`src/rtl/usb_bd_pkg.sv`:
```
/*
 * Shared constants of the buffer descriptor mover: register offsets and fields,
 * descriptor layout, descriptor address layout, token codes and result codes.
 * Assumes a 32-bit AXI4-Lite register bus and a 32-bit system memory port.
 */
//
// Overview of operation
// Software aligns the descriptor table to 512 bytes; base page points at it.
// Every endpoint direction has an even and an odd 8-byte descriptor.
// Each endpoint direction takes 16 bytes; 16 endpoints fill 512 bytes.
// Owner flag 0: processor owns descriptor and buffer; mover leaves them alone.
// Owner flag 1: processor must not touch descriptor or buffer.
// The mover alternates even and odd descriptors of each endpoint direction.
// Host and target roles, software selected, share data paths and descriptors.
// Receive moves bus data into memory; transmit moves memory data onto the bus.
// Target: OUT and SETUP receive, IN transmits; host: the reverse.
// A token on an enabled endpoint fetches its descriptor and checks ownership first.
// Descriptor address joins base page, endpoint, direction and bank bits.
// Direction bit of the descriptor address is 1 for transmit, 0 for receive.
// Bank bit is held inside, names the descriptor in use and toggles.
// Word 0 holds byte count 25:16, owner 7, toggle 6, flags 5:2, zeros 1:0.
// Mover reads keep, hold address, toggle check and length from the descriptor.
// Word 1 is a 32-bit pointer through which the buffer is reached.
// After a transfer the descriptor holds the token code and the amount moved; with keep set the code leaves bits 5:2 unchanged.
// On finishing a token the owner flag is cleared unless keep is set.
// At the end of a receive the byte count becomes the bytes received.
// With hold address set every buffer access uses the same address.
// Processor writes the owner byte last when it sets up a descriptor.
// A descriptor not held by the mover is answered with NAK, buffer untouched.
// One bank bit per endpoint direction toggles each time a descriptor completes.
package desc_pkg;
   // Register byte offsets.
   localparam logic [7:0] REG_CONTROL = 8'h00;
   localparam logic [7:0] REG_TABLE_PAGE = 8'h04;
   localparam logic [7:0] REG_EP_ENABLE = 8'h08;
   localparam logic [7:0] REG_STATUS = 8'h0c;
   localparam logic [7:0] REG_BANK = 8'h10;
   // Control register fields and reset values.
   localparam int CTRL_HOST_BIT = 0;
   localparam int CTRL_ENABLE_BIT = 1;
   localparam logic [1:0] CTRL_RESET = 2'h0;
   localparam logic [15:0] EP_ENABLE_RESET = 16'h0000;
   localparam logic [22:0] PAGE_RESET = 23'h000000;
   // Status register fields.
   localparam int STAT_COUNT_LSB = 0;
   localparam int STAT_CODE_LSB = 12;
   localparam int STAT_BUSY_BIT = 16;
   // Descriptor word 0 fields and word 1 offset.
   localparam int DESC_COUNT_LSB = 16;
   localparam int DESC_COUNT_W = 10;
   localparam int DESC_OWN_BIT = 7;
   localparam int DESC_TOGGLE_BIT = 6;
   localparam int DESC_KEEP_BIT = 5;
   localparam int DESC_HOLD_BIT = 4;
   localparam int DESC_TCHECK_BIT = 3;
   localparam int DESC_HALT_BIT = 2;
   localparam int DESC_PID_LSB = 2;
   localparam logic [31:0] DESC_POINTER_OFFSET = 32'h0000_0004;
   // Descriptor address layout inside the table.
   localparam int ADDR_PAGE_LSB = 9;
   localparam int ADDR_ENDP_LSB = 5;
   localparam int ADDR_DIR_BIT = 4;
   localparam int ADDR_ODD_BIT = 3;
   // Token codes.
   localparam logic [3:0] PID_OUT = 4'h1;
   localparam logic [3:0] PID_IN = 4'h9;
   localparam logic [3:0] PID_SETUP = 4'hd;
   // Result codes.
   localparam logic [1:0] RES_DONE = 2'h0;
   localparam logic [1:0] RES_NAK = 2'h1;
   localparam logic [1:0] RES_STALL = 2'h2;
   localparam logic [1:0] RES_IGNORED = 2'h3;
   // AXI responses.
   localparam logic [1:0] RESP_OKAY = 2'h0;
   localparam logic [1:0] RESP_SLVERR = 2'h2;
endpackage : desc_pkg

```
`src/rtl/mem_port_if.sv`:
```
/*
 * Internal carrier between the descriptor engine and its memory master.
 * Assumes both ends run on the same clock.
 */
`timescale 1ns/1ps
interface mem_port_if;
   logic start;
   logic we;
   logic [31:0] addr;
   logic [31:0] wdata;
   logic [3:0] be;
   logic done;
   logic [31:0] rdata;
   modport requester (output start, output we, output addr, output wdata, output be,
                      input done, input rdata);
   modport responder (input start, input we, input addr, input wdata, input be,
                      output done, output rdata);
endinterface : mem_port_if

```
`src/rtl/usb_buffer_descriptor_dma.sv`:
```
/*
 * Descriptor-driven data mover of a full/low-speed USB controller, with its
 * AXI4-Lite register slave, token and result ports toward the serial engine,
 * byte streams for transmit and receive, and a memory master port.
 * Assumes the serial engine sits on the same clock and software keeps the
 * ownership protocol on descriptors in memory.
 */
// The register addresses and the AXI4-Lite interface to the registers were chosen for this implementation.
`timescale 1ns/1ps
module usb_buffer_descriptor_dma #(
   parameter int ENDPOINTS = 16
) (
   input wire logic aclk,
   input wire logic aresetn,
   input wire logic [31:0] awaddr,
   input wire logic awvalid,
   output logic awready,
   input wire logic [31:0] wdata,
   input wire logic [3:0] wstrb,
   input wire logic wvalid,
   output logic wready,
   output logic [1:0] bresp,
   output logic bvalid,
   input wire logic bready,
   input wire logic [31:0] araddr,
   input wire logic arvalid,
   output logic arready,
   output logic [31:0] rdata,
   output logic [1:0] rresp,
   output logic rvalid,
   input wire logic rready,
   input wire logic tok_valid,
   output logic tok_ready,
   input wire logic [3:0] token_id,
   input wire logic [3:0] tok_endp,
   output logic tx_valid,
   input wire logic tx_ready,
   output logic [7:0] tx_data,
   output logic tx_last,
   input wire logic rx_valid,
   output logic rx_ready,
   input wire logic [7:0] rx_data,
   input wire logic rx_last,
   output logic res_valid,
   input wire logic res_ready,
   output logic [1:0] res_code,
   output logic [9:0] res_count,
   output logic res_toggle,
   output logic res_check,
   output logic res_odd,
   output logic mem_req,
   output logic mem_we,
   output logic [31:0] mem_addr,
   output logic [31:0] mem_wdata,
   output logic [3:0] mem_be,
   input wire logic mem_ack,
   input wire logic [31:0] mem_rdata
);
   typedef enum logic [3:0] {
      S_IDLE, S_RD0, S_RD1, S_CHECK, S_TXRD, S_TXSEND, S_RXWAIT, S_RXWR, S_WB, S_ANSWER
   } state_type;

   // ---------------------------------------------------------------------
   // Register slave
   // ---------------------------------------------------------------------
   logic [1:0] control;
   logic [22:0] table_base_page;
   logic [15:0] ep_enable;
   logic aw_held, w_held;
   logic [7:0] aw_addr_q;
   logic [31:0] w_data_q;
   logic [3:0] w_strb_q;
   logic [31:0] byte_mask;
   logic do_write, bank_clear;
   logic wr_control, wr_page, wr_enable, wr_mapped;
   logic [7:0] rd_addr;
   logic rd_mapped;
   logic [31:0] rd_value, status_word;
   logic [1:0] last_code;
   logic [9:0] last_count;
   logic [ENDPOINTS*2-1:0] bank_bits;
   state_type state;

   assign awready = !aw_held;
   assign wready = !w_held;
   assign do_write = aw_held && w_held && !bvalid;
   assign byte_mask = {{8{w_strb_q[3]}}, {8{w_strb_q[2]}}, {8{w_strb_q[1]}}, {8{w_strb_q[0]}}};
   assign wr_control = aw_addr_q == desc_pkg::REG_CONTROL;
   assign wr_page = aw_addr_q == desc_pkg::REG_TABLE_PAGE;
   assign wr_enable = aw_addr_q == desc_pkg::REG_EP_ENABLE;
   assign bank_clear = do_write && aw_addr_q == desc_pkg::REG_BANK;
   assign wr_mapped = wr_control || wr_page || wr_enable || aw_addr_q == desc_pkg::REG_STATUS
                      || aw_addr_q == desc_pkg::REG_BANK;

   always_ff @(posedge aclk) begin
      if (!aresetn) begin
         aw_held <= 1'b0;
         w_held <= 1'b0;
         aw_addr_q <= '0;
         w_data_q <= '0;
         w_strb_q <= '0;
         bvalid <= 1'b0;
         bresp <= desc_pkg::RESP_OKAY;
      end else begin
         if (awvalid && awready) begin
            aw_held <= 1'b1;
            aw_addr_q <= {awaddr[7:2], 2'b00};
         end
         if (wvalid && wready) begin
            w_held <= 1'b1;
            w_data_q <= wdata;
            w_strb_q <= wstrb;
         end
         if (do_write) begin
            bvalid <= 1'b1;
            bresp <= wr_mapped ? desc_pkg::RESP_OKAY : desc_pkg::RESP_SLVERR;
            aw_held <= 1'b0;
            w_held <= 1'b0;
         end else if (bvalid && bready) begin
            bvalid <= 1'b0;
         end
      end
   end

   logic [31:0] ctrl_merged, page_merged, enable_merged;
   assign ctrl_merged = ({30'h0, control} & ~byte_mask) | (w_data_q & byte_mask);
   assign page_merged = ({table_base_page, 9'h000} & ~byte_mask) | (w_data_q & byte_mask);
   assign enable_merged = ({16'h0000, ep_enable} & ~byte_mask) | (w_data_q & byte_mask);

   // Software picks the role; both roles run through the same engine below.
   always_ff @(posedge aclk) begin
      if (!aresetn) begin
         control <= desc_pkg::CTRL_RESET;
         table_base_page <= desc_pkg::PAGE_RESET;
         ep_enable <= desc_pkg::EP_ENABLE_RESET;
      end else if (do_write) begin
         if (wr_control) control <= ctrl_merged[1:0];
         if (wr_page) table_base_page <= page_merged[31:9];
         if (wr_enable) ep_enable <= enable_merged[15:0];
      end
   end

   assign rd_addr = {araddr[7:2], 2'b00};
   assign status_word = ({22'h0, last_count} << desc_pkg::STAT_COUNT_LSB)
                        | ({30'h0, last_code} << desc_pkg::STAT_CODE_LSB)
                        | ({31'h0, state != S_IDLE} << desc_pkg::STAT_BUSY_BIT);
   assign rd_mapped = rd_addr == desc_pkg::REG_CONTROL || rd_addr == desc_pkg::REG_TABLE_PAGE
                      || rd_addr == desc_pkg::REG_EP_ENABLE || rd_addr == desc_pkg::REG_STATUS
                      || rd_addr == desc_pkg::REG_BANK;
   assign rd_value = rd_addr == desc_pkg::REG_CONTROL ? {30'h0, control} :
                     rd_addr == desc_pkg::REG_TABLE_PAGE ? {table_base_page, 9'h000} :
                     rd_addr == desc_pkg::REG_EP_ENABLE ? {16'h0000, ep_enable} :
                     rd_addr == desc_pkg::REG_STATUS ? status_word :
                     rd_addr == desc_pkg::REG_BANK ? 32'(bank_bits) : 32'h0000_0000;
   assign arready = !rvalid;

   always_ff @(posedge aclk) begin
      if (!aresetn) begin
         rvalid <= 1'b0;
         rdata <= '0;
         rresp <= desc_pkg::RESP_OKAY;
      end else if (arvalid && arready) begin
         rvalid <= 1'b1;
         rdata <= rd_value;
         rresp <= rd_mapped ? desc_pkg::RESP_OKAY : desc_pkg::RESP_SLVERR;
      end else if (rvalid && rready) begin
         rvalid <= 1'b0;
      end
   end

   // ---------------------------------------------------------------------
   // Descriptor engine
   // ---------------------------------------------------------------------
   mem_port_if mport ();
   logic [3:0] pid_q, endp_q;
   logic tx_q, issued, bank_toggle;
   logic [31:0] word0, pointer;
   logic [9:0] count, length;
   logic [7:0] byte_q;
   logic last_q;
   logic is_tx, ep_on, odd_now, own, keep, hold, halt;
   logic [31:0] desc_addr, buf_addr, next_word0;
   logic mem_state;
   logic [4:0] bank_sel;

   // Token direction per role: target receives OUT/SETUP, host receives IN.
   assign is_tx = control[desc_pkg::CTRL_HOST_BIT] ? (token_id != desc_pkg::PID_IN)
                                                   : (token_id == desc_pkg::PID_IN);
   assign ep_on = control[desc_pkg::CTRL_ENABLE_BIT] && ep_enable[tok_endp];
   assign bank_sel = {endp_q, tx_q};
   assign odd_now = bank_bits[bank_sel];
   // Each direction spans 16 bytes: two 8-byte entries picked by the bank bit.
   assign desc_addr = ({table_base_page, 9'h000})
                      | ({28'h0, endp_q} << desc_pkg::ADDR_ENDP_LSB)
                      | ({31'h0, tx_q} << desc_pkg::ADDR_DIR_BIT)
                      | ({31'h0, odd_now} << desc_pkg::ADDR_ODD_BIT);
   assign own = word0[desc_pkg::DESC_OWN_BIT];
   assign keep = word0[desc_pkg::DESC_KEEP_BIT];
   assign hold = word0[desc_pkg::DESC_HOLD_BIT];
   assign halt = word0[desc_pkg::DESC_HALT_BIT];
   assign length = word0[desc_pkg::DESC_COUNT_LSB +: desc_pkg::DESC_COUNT_W];
   assign buf_addr = pointer + (hold ? 32'h0 : {22'h0, count});
   // Word 0 on hand-back: receive count, owner cleared and token code unless kept.
   assign next_word0 = {word0[31:26], tx_q ? length : count, word0[15:8], keep, word0[6],
                        keep ? word0[5:2] : pid_q, 2'b00};
   assign mem_state = state == S_RD0 || state == S_RD1 || state == S_TXRD || state == S_RXWR
                      || state == S_WB;
   assign mport.start = mem_state && !issued;
   assign mport.we = state == S_RXWR || state == S_WB;
   assign mport.addr = state == S_RD0 || state == S_WB ? desc_addr :
                       state == S_RD1 ? desc_addr + desc_pkg::DESC_POINTER_OFFSET : buf_addr;
   assign mport.wdata = state == S_WB ? next_word0 : {4{byte_q}};
   assign mport.be = state == S_RXWR ? (4'h1 << buf_addr[1:0]) : 4'hf;
   assign bank_toggle = state == S_WB && mport.done;
   assign tok_ready = state == S_IDLE;
   assign tx_valid = state == S_TXSEND;
   assign rx_ready = state == S_RXWAIT;
   assign res_valid = state == S_ANSWER;

   always_ff @(posedge aclk) begin
      if (!aresetn) begin
         issued <= 1'b0;
      end else if (mport.done) begin
         issued <= 1'b0;
      end else if (mport.start) begin
         issued <= 1'b1;
      end
   end

   always_ff @(posedge aclk) begin
      if (!aresetn) begin
         state <= S_IDLE;
         pid_q <= '0;
         endp_q <= '0;
         tx_q <= 1'b0;
         word0 <= '0;
         pointer <= '0;
         count <= '0;
         byte_q <= '0;
         last_q <= 1'b0;
         tx_data <= '0;
         tx_last <= 1'b0;
         res_code <= desc_pkg::RES_DONE;
         res_count <= '0;
         res_toggle <= 1'b0;
         res_check <= 1'b0;
         res_odd <= 1'b0;
         last_code <= desc_pkg::RES_DONE;
         last_count <= '0;
      end else begin
         case (state)
            S_IDLE: begin
               if (tok_valid) begin
                  pid_q <= token_id;
                  endp_q <= tok_endp;
                  tx_q <= is_tx;
                  count <= '0;
                  res_code <= desc_pkg::RES_IGNORED;
                  res_count <= '0;
                  state <= ep_on ? S_RD0 : S_ANSWER;
               end
            end
            S_RD0: if (mport.done) begin
               word0 <= mport.rdata;
               state <= S_RD1;
            end
            S_RD1: if (mport.done) begin
               pointer <= mport.rdata;
               state <= S_CHECK;
            end
            S_CHECK: begin
               res_toggle <= word0[desc_pkg::DESC_TOGGLE_BIT];
               res_check <= word0[desc_pkg::DESC_TCHECK_BIT];
               res_odd <= odd_now;
               if (!own) begin
                  res_code <= desc_pkg::RES_NAK;
                  state <= S_ANSWER;
               end else if (halt) begin
                  res_code <= desc_pkg::RES_STALL;
                  state <= S_ANSWER;
               end else if (tx_q) begin
                  state <= length == 10'h000 ? S_WB : S_TXRD;
               end else begin
                  state <= S_RXWAIT;
               end
            end
            S_TXRD: if (mport.done) begin
               tx_data <= mport.rdata[{buf_addr[1:0], 3'b000} +: 8];
               tx_last <= count + 10'h001 == length;
               state <= S_TXSEND;
            end
            S_TXSEND: if (tx_ready) begin
               count <= count + 10'h001;
               state <= tx_last ? S_WB : S_TXRD;
            end
            S_RXWAIT: if (rx_valid) begin
               if (count < length) begin
                  byte_q <= rx_data;
                  last_q <= rx_last;
                  state <= S_RXWR;
               end else if (rx_last) begin
                  state <= S_WB;
               end
            end
            S_RXWR: if (mport.done) begin
               count <= count + 10'h001;
               state <= last_q ? S_WB : S_RXWAIT;
            end
            S_WB: if (mport.done) begin
               res_code <= desc_pkg::RES_DONE;
               res_count <= count;
               state <= S_ANSWER;
            end
            S_ANSWER: if (res_ready) begin
               last_code <= res_code;
               last_count <= res_count;
               state <= S_IDLE;
            end
            default: state <= S_IDLE;
         endcase
      end
   end

   mem_master u_mem (
      .aclk(aclk),
      .aresetn(aresetn),
      .port(mport.responder),
      .mem_req(mem_req),
      .mem_we(mem_we),
      .mem_addr(mem_addr),
      .mem_wdata(mem_wdata),
      .mem_be(mem_be),
      .mem_ack(mem_ack),
      .mem_rdata(mem_rdata)
   );

   bank_select_bits #(.ENDPOINTS(ENDPOINTS)) u_bank (
      .aclk(aclk),
      .aresetn(aresetn),
      .clear_all(bank_clear),
      .toggle(bank_toggle),
      .select(bank_sel),
      .bits(bank_bits)
   );

   // ---------------------------------------------------------------------
   // Checks
   // ---------------------------------------------------------------------
   addr_build_a: assert property (@(posedge aclk) disable iff (!aresetn)
      state == S_RD0 && mport.start |-> mport.addr[31:9] == table_base_page
      && mport.addr[8:5] == endp_q && mport.addr[4] == tx_q && mport.addr[3] == odd_now
      && mport.addr[2:0] == 3'b000) else $error("descriptor address malformed");
   dir_role_a: assert property (@(posedge aclk) disable iff (!aresetn)
      tok_valid && tok_ready && ep_on && token_id == desc_pkg::PID_IN
      |=> tx_q == !control[desc_pkg::CTRL_HOST_BIT]) else $error("direction wrong for role");
   nak_untouched_a: assert property (@(posedge aclk) disable iff (!aresetn)
      state == S_CHECK && !own |=> state == S_ANSWER && res_code == desc_pkg::RES_NAK
      && !mport.start) else $error("unowned descriptor not refused");
   owned_access_a: assert property (@(posedge aclk) disable iff (!aresetn)
      mport.start && (state == S_TXRD || state == S_RXWR) |-> own && !halt)
      else $error("buffer touched without ownership");
   handback_a: assert property (@(posedge aclk) disable iff (!aresetn)
      state == S_WB && mport.start |-> mport.wdata[7] == keep)
      else $error("owner flag written back wrong");
   rx_count_a: assert property (@(posedge aclk) disable iff (!aresetn)
      state == S_WB && mport.start && !tx_q |-> mport.wdata[25:16] == count
      && (keep || mport.wdata[5:2] == pid_q)) else $error("receive count or token not stored");
   hold_addr_a: assert property (@(posedge aclk) disable iff (!aresetn)
      mport.start && (state == S_TXRD || state == S_RXWR) && hold |-> mport.addr == pointer)
      else $error("address advanced while held");
   bank_toggle_a: assert property (@(posedge aclk) disable iff (!aresetn)
      bank_toggle && !bank_clear |=> bank_bits[bank_sel] != $past(odd_now))
      else $error("bank bit did not toggle");
   tx_length_a: assert property (@(posedge aclk) disable iff (!aresetn)
      tx_valid && tx_ready && tx_last |-> count + 10'h001 == length)
      else $error("transmit length mismatch");
endmodule : usb_buffer_descriptor_dma

```
`src/rtl/bank_select_bits.sv`:
```
/*
 * One bank bit per endpoint direction, naming the even or odd descriptor in use.
 * Assumes toggle and clear come from logic on the same clock.
 */
`timescale 1ns/1ps
module bank_select_bits #(
   parameter int ENDPOINTS = 16
) (
   input wire logic aclk,
   input wire logic aresetn,
   input wire logic clear_all,
   input wire logic toggle,
   input wire logic [$clog2(ENDPOINTS*2)-1:0] select,
   output logic [ENDPOINTS*2-1:0] bits
);
   logic [ENDPOINTS*2-1:0] one_hot;
   assign one_hot = toggle ? ({{(ENDPOINTS*2-1){1'b0}}, 1'b1} << select) : '0;

   // A toggle in the same cycle as a clear survives the clear.
   always_ff @(posedge aclk) begin
      if (!aresetn) begin
         bits <= '0;
      end else if (clear_all) begin
         bits <= one_hot;
      end else begin
         bits <= bits ^ one_hot;
      end
   end
endmodule : bank_select_bits

```
`src/rtl/mem_master.sv`:
```
/*
 * Memory master: holds one request on the memory pins until it is acknowledged.
 * Assumes the memory answers every request with exactly one ack.
 */
`timescale 1ns/1ps
module mem_master (
   input wire logic aclk,
   input wire logic aresetn,
   mem_port_if.responder port,
   output logic mem_req,
   output logic mem_we,
   output logic [31:0] mem_addr,
   output logic [31:0] mem_wdata,
   output logic [3:0] mem_be,
   input wire logic mem_ack,
   input wire logic [31:0] mem_rdata
);
   always_ff @(posedge aclk) begin
      if (!aresetn) begin
         mem_req <= 1'b0;
         mem_we <= 1'b0;
         mem_addr <= '0;
         mem_wdata <= '0;
         mem_be <= '0;
         port.done <= 1'b0;
         port.rdata <= '0;
      end else begin
         port.done <= mem_req && mem_ack;
         if (mem_req && mem_ack) begin
            mem_req <= 1'b0;
            port.rdata <= mem_rdata;
         end else if (port.start) begin
            mem_req <= 1'b1;
            mem_we <= port.we;
            mem_addr <= port.addr;
            mem_wdata <= port.wdata;
            mem_be <= port.be;
         end
      end
   end
endmodule : mem_master

```
`config.mk`:
```
export PLATFORM = sky130hd
export DESIGN_NAME = usb_buffer_descriptor_dma
export DESIGN_NICKNAME = d
export VERILOG_FILES = /design/src/rtl/usb_bd_pkg.sv /design/src/rtl/mem_port_if.sv /design/src/rtl/usb_buffer_descriptor_dma.sv /design/src/rtl/bank_select_bits.sv /design/src/rtl/mem_master.sv
export SDC_FILE = /design/constraint.sdc
export NUM_CORES = 1
export LEC_CHECK = 0
export ABC_AREA = 1
export BUFFER_PORTS_ARGS = -buffer_cell sky130_fd_sc_hd__clkbuf_2
export CAP_MARGIN = 20
export CORE_ASPECT_RATIO = 1.2
export CORE_MARGIN = 1.5
export CORE_UTILIZATION = 50
export CTS_CLUSTER_DIAMETER = 40
export DETAILED_ROUTE_END_ITERATION = 10
export GPL_ROUTABILITY_DRIVEN = 0
export PLACE_DENSITY_LB_ADDON = 0.05
export RECOVER_POWER = 25
export SYNTH_ARGS = -nofsm -noshare
export SYNTH_HDL_FRONTEND = slang
export SYNTH_SLANG_ARGS = --single-unit
export TNS_END_PERCENT = 20
```
`constraint.sdc`:
```
create_clock -name aclk -period 3.6 [get_ports aclk]
set_clock_uncertainty 0.05 [all_clocks]
set_input_delay 0.72 -clock aclk [delete_from_list [all_inputs] [get_ports aclk]]
set_output_delay 0.72 -clock aclk [all_outputs]
set_load 0.05 [all_outputs]
```
-- Word-level counts from Yosys, hierarchy flattened
Cells that the tools add are included.
- bitwise logic cells: 16
- $add $sub $neg: 3
- shifts and indexed selects: 3
- equality and inequality tests: 31
- multiply operators: 0
- reduce and logical (&&, ||, !) cells: 58
- order comparisons: 3
- mux-type cells: 55
- divide/modulo/power cells: 0
- operators with widths (operator ; count):
    2-to-1 mux 32 bit ; 10
    2-to-1 mux 4 bit ; 20
    bitwise AND 32 bit ; 2
    2-to-1 mux 10 bit ; 6
    case mux 4 bit (10 select lines) ; 1
    adder 32 x 10 -> 32 bit ; 1
    adder 32 x 3 -> 32 bit, second input constant ; 1
    inverter 32 bit ; 1
    bitwise OR 32 bit ; 1
    bitwise OR 32 x 4 -> 32 bit ; 1
    bitwise OR 32 x 5 -> 32 bit ; 1
    bitwise OR 32 x 9 -> 32 bit ; 1
    indexed part select 32 x 6 -> 8 bit ; 1
    left shift 1 x 5 -> 32 bit, first input constant ; 1
    XOR 32 bit ; 1
    case mux 10 bit (3 select lines) ; 1
    equality test 6 x 2 -> 1 bit, second input constant ; 4
    case mux 10 bit (2 select lines) ; 1
    AND reduction 2 bit ; 9
    bitwise OR 14 x 17 -> 17 bit ; 1
    bitwise AND 16 bit ; 1
    equality test 4 x 3 -> 1 bit, second input constant ; 4
    logical NOT 8 bit ; 2
    bitwise OR 16 bit ; 1
    37 further kinds ; 96
- logic and storage cells: 209
- bits in read-only memories: 0
- output and inout port bits: 139
- bits in registers: 391
- memories kept: 0
- bits in latches: 0
- input port bits: 161
- bits in writable memories: 0

-- Longest topological paths before layout
- depth in word-level cells: 7
- gate-level depth with buffers: 16
- mapped depth without buffers: 15

-- By module
A second synthesis with hierarchy kept.
- cells, all modules: 2831
- area, all modules: 18898.1 sq um
- by module, submodules not included (module ; sequential area each (sq um) ; area an instance (sq um) ; instances ; cells each):
    usb_buffer_descriptor_dma ; 5044.8 ; 12959.9 ; 1 ; 1952
    mem_master ; 2062.0 ; 4237.8 ; 1 ; 597
    bank_select_bits ; 640.6 ; 1700.4 ; 1 ; 282

-- Worst setup path after synthesis
No wires, ideal clock.
- kind: register -> register
- start: register count[0]
- end: register u_mem.mem_addr[16]
- library setup time: 132 ps
- data arrival time: 2160 ps
- data required time: 3418 ps
- slack: 1257 ps
- clock period less this slack: 2343 ps
- cell stages (with the launch flop): 15
- path buffers: 1
- path through: dfxtp_1 > clkbuf_1 > inv_1 > nor2_1 > ha_1 > inv_1 > fa_1 > inv_1 > nand3_1 > nand3_1 > nand3_1 > nand3_1 > a21oi_1 > o21ai_0 > a21oi_1
- cells in the longest elaborated chain, start to end: 4
- RTL lines (what ; line ; RTL):
    from (decl) ; usb_buffer_descriptor_dma.sv:178 ; logic [9:0] count, length;
    from (signal assigned) ; usb_buffer_descriptor_dma.sv:293 ; count <= count + 10'h001;
    from (signal assigned) ; usb_buffer_descriptor_dma.sv:306 ; count <= count + 10'h001;
    2-to-1 mux 10 bit ; usb_buffer_descriptor_dma.sv:202 ; assign buf_addr = pointer + (hold ? 32'h0 : {22'h0, count});
    adder 32 x 10 -> 32 bit ; usb_buffer_descriptor_dma.sv:202 ;
    2-to-1 mux 32 bit ; usb_buffer_descriptor_dma.sv:211 ; state == S_RD1 ? desc_addr + desc_pkg::DESC_POINTER_OFFSET : buf_addr;
    2-to-1 mux 32 bit ; usb_buffer_descriptor_dma.sv:210 ; assign mport.addr = state == S_RD0 || state == S_WB ? desc_addr :
    to (signal assigned) ; mem_master.sv:35 ; mem_addr <= port.addr;
    to (decl) ; mem_master.sv:12 ; output logic [31:0] mem_addr,
No other way between the ends.
A chain may end at the register's enable or synchronous reset.

==> results.tsv <==
stage	metric	value	unit
layout	design_area	0.0209	mm^2
clock_network	cts_sinks	387	
yosys	synth_top_family_by_area	simple AND/OR/NAND/NOR gates	
yosys	synth_xor_area_share	0.345	%
yosys	syn_inst	2551	
clock_network	cts-hold-fix-buffers	0	
sta	finalMaxSlewViolations	147	
clock_network	clock_latency	0.57	ns
yosys	synth-seq-area-share	43.6	%
drt	drt_wl_total	59900	um
setup_path	start_kind	input pin	
clock_network	cts_buffers	48	
setup_path	reg2reg_to	tx_data[2]$_SDFFE_PN0P_	
yosys	synth.area.mux_share	0	%
setup_path	r2r-start	count[0]$_SDFFE_PN0P_	
setup_path	reg2reg_depth	10	
clock_network	htree_levels	2	
yosys	ys_ff_latch	387	
setup_path	path_class	input pin to flip-flop	
drt	via_per_inst	5.61	
sta	worst_pin_slew	2.50	ns
min_path	holdPathStages	3	
yosys	avgSynthCellArea	6.96	um^2
setup_path	critPathArrivalTime	3.50	ns
setup_path	crit_path_cell_trace	clkbuf_1 -> clkbuf_2 -> o21ai_0 -> a21oi_1	
floorplan	die_y	209	um
placement	portBuffers	245	
yosys	synthSimpleGateAreaFrac	24.2	%
setup_path	cpMaxStageDelayCell	clkbuf_2	
clock_network	cts.path.max_buffers	3	
setup_path	r2r_setup_slack	0.62	ns
sta	setup_ws	0.535	ns
placement	dp_hpwl	43700	um
setup_path	crit_start	aresetn	
drt	first_pass_iters	6	
setup_path	slowest_delay	1.76	ns
clock_network	post_cts_buffers	0	
yosys	ys_warn_count	0	
setup_path	required	4.04	ns
placement	placed_cell_area	0.0192	mm^2
yosys	netlist_area	0.0178	mm^2
placement	dp_cells	3151	
min_path	hp-start	mem_rdata[24]	
job	maxCapViolCount	1	
setup_path	endpoint_kind	flip-flop	
clock_network	cts-root-buf	clkbuf_16	
run_status	violations	max-capacitance violations, max-slew violations	
yosys	synth.distinct_cells	44	
placement	pre_cts_ws	0.747	ns
floorplan	die_w	175	um
sta	holdWs	0.308	ns
sta	fmax	326	MHz
global_routing	grt_pass1_wl	92900	um
floorplan	core	0.0350	mm^2
floorplan	num_rows	75	
run_status	status	finished with violations	
power_and_ir_drop	leakage	8.57	nW
global_routing	grtUsageTotal	32.1	%
yosys	synthAdderAreaFrac	1.59	%
layout	final_util	59.8	%
setup_path	crit_path_max_fanout	146	
clock_network	path_clk_slew	0.06	ns
drt	ant_nets	0	
power_and_ir_drop	total_power	13.7	mW
layout	antenna_cells	0	
global_routing	grt-ovfl-total	0	
sta	setup_viol	0	
min_path	hold_path_end	u_mem.port.rdata[24]$_SDFFE_PN0P_	
sta	finalCriticalPeriod	3.07	ns
yosys	synth-compound-area-share	21.3	%
sta	hold_viol_final	0	
floorplan	start_util	50.7	%
layout	area_delta_synth_final	17.9	%
power_and_ir_drop	power_density	656	mW/mm^2
drt	drt-initial-drc-count	1737	
clock_network	ctsResizeCount	0	
sta	rsz0062_at_grt	false	
layout	fillCellCount	3376	
layout	drive_above_1_share	13.6	%
layout	fin_cells	3239	
drt	wl_per_cell	18.5	um
global_routing	antenna_found_initial	0	
clock_network	cts_tree	done	
global_routing	grt_max_degree	147	
global_routing	grt_pass1_vias	16900	
min_path	hold_class	input pin to flip-flop	
drt	drc	0	
sta	fin_crit_sh	85.1	%
sta	relSlewSlack	-66.7	%
floorplan	ios	300	
power_and_ir_drop	vdd_drop_max	0.000357	V
floorplan	dieArea	0.0367	mm^2
layout	fin_nets	2922	
sta	finalSetupTns	0	ns
drt	vias	18200	
## logic make-up (layout without fill, tap and decap cells)
| logic type | Yosys count | after routing |
|---|---|---|
| buf+inv | 406 | 631 |
| xor+xnor | 7 | 7 |
| other cells | 1 | 2 |
| simple gates | 1019 | 1019 |
| fa+ha+maj | 22 | 22 |
| flops | 387 | 387 |
| compound gates | 709 | 709 |
## layout make-up
| type | instances | area (um^2) | share of cell area [%] |
|---|---|---|---|
| multi-input cells | 1759 | 8430 | 40.2 |
| flip-flops and latches | 387 | 7750 | 37.0 |
| inverters | 268 | 1010 | 4.82 |
| clock buffers | 64 | 1350 | 6.46 |
| well taps | 462 | 578 | 2.76 |
| repair buffers | 275 | 1440 | 6.89 |
| clock inverters | 24 | 382 | 1.82 |
## worst max path at each step
| stage | to | slack (ns) | depth (start not counted) |
|---|---|---|---|
| final | aw_addr_q[2]$_SDFFE_PN0P_ | 0.53 | 4 |
| after global routing | flip-flop | 0.32 | 4 |
| after CTS | tx_data[2]$_SDFFE_PN0P_ | 0.72 | 10 |
| after detailed placement | tx_data[2]$_SDFFE_PN0P_ | 0.75 | 10 |
| after global placement | tx_data[6]$_SDFFE_PN0P_ | 0.88 | 10 |
| after floorplan | u_mem.mem_addr[16]$_SDFFE_PN0P_ | 1.26 | 14 |
## critical path, delay by kind of cell
| kind | cells | cell delay [ns] |
|---|---|---|
| AO/OA/AOI/OAI | 2 | 0.65 |
| buffers and inverters | 2 | 1.99 |
## layer usage
layer | track usage, % | share of wire (%)
met5 | 0 | 0
met4 | 13.8 | 4.1
met3 | 4.31 | 6.2
met2 | 55.3 | 49
met1 | 40.1 | 41
## power breakdown
part / total [mW] / switching, mW / internal, mW
Combinational: 3.45 / 2.63 / 0.825
Clock: 5.24 / 1.99 / 3.25
Sequential: 5.05 / 0.382 / 4.67
## placed cells by master (no fill, tap or decap), types with 22 or more instances in the layout
| cell type | count |
|---|---|
| nand3_1 | 177 |
| a21oi_1 | 326 |
| dfxtp_1 | 387 |
| a31oi_1 | 28 |
| o22ai_1 | 22 |
| nand2_1 | 509 |
| a21boi_0 | 28 |
| inv_1 | 254 |
| nor3_1 | 97 |
| buf_4 | 23 |
| clkbuf_2 | 246 |
| clkbuf_16 | 49 |
| nor2_1 | 202 |
| o21ai_0 | 265 |
## synth_stat cells (all sizes together)
library cell	count	share of area [%]
inv	264	5.6
xor2	7	0.35
buf	32	1.0
o21ai	272	7.7
dfxtp	387	44
clkbuf	106	2.2
or2	2	0.071
nor3	99	2.9
nor2	211	4.6
a22oi	12	0.51
conb	1	0.021
a21oi	326	9.2
nand2	512	11
o21a	1	0.042
o21bai	1	0.042
a31oi	28	0.99
nor4	1	0.035
and3	1	0.035
o22ai	22	0.78
a21boi	28	1.2
clkinv	4	0.085
o211ai	7	0.30
nand4	15	0.56
a21o	2	0.085
a221oi	1	0.049
fa	1	0.11
nand3	178	5.1
ha	21	1.5
o221ai	9	0.44
(Power assumes the default switching activity.)
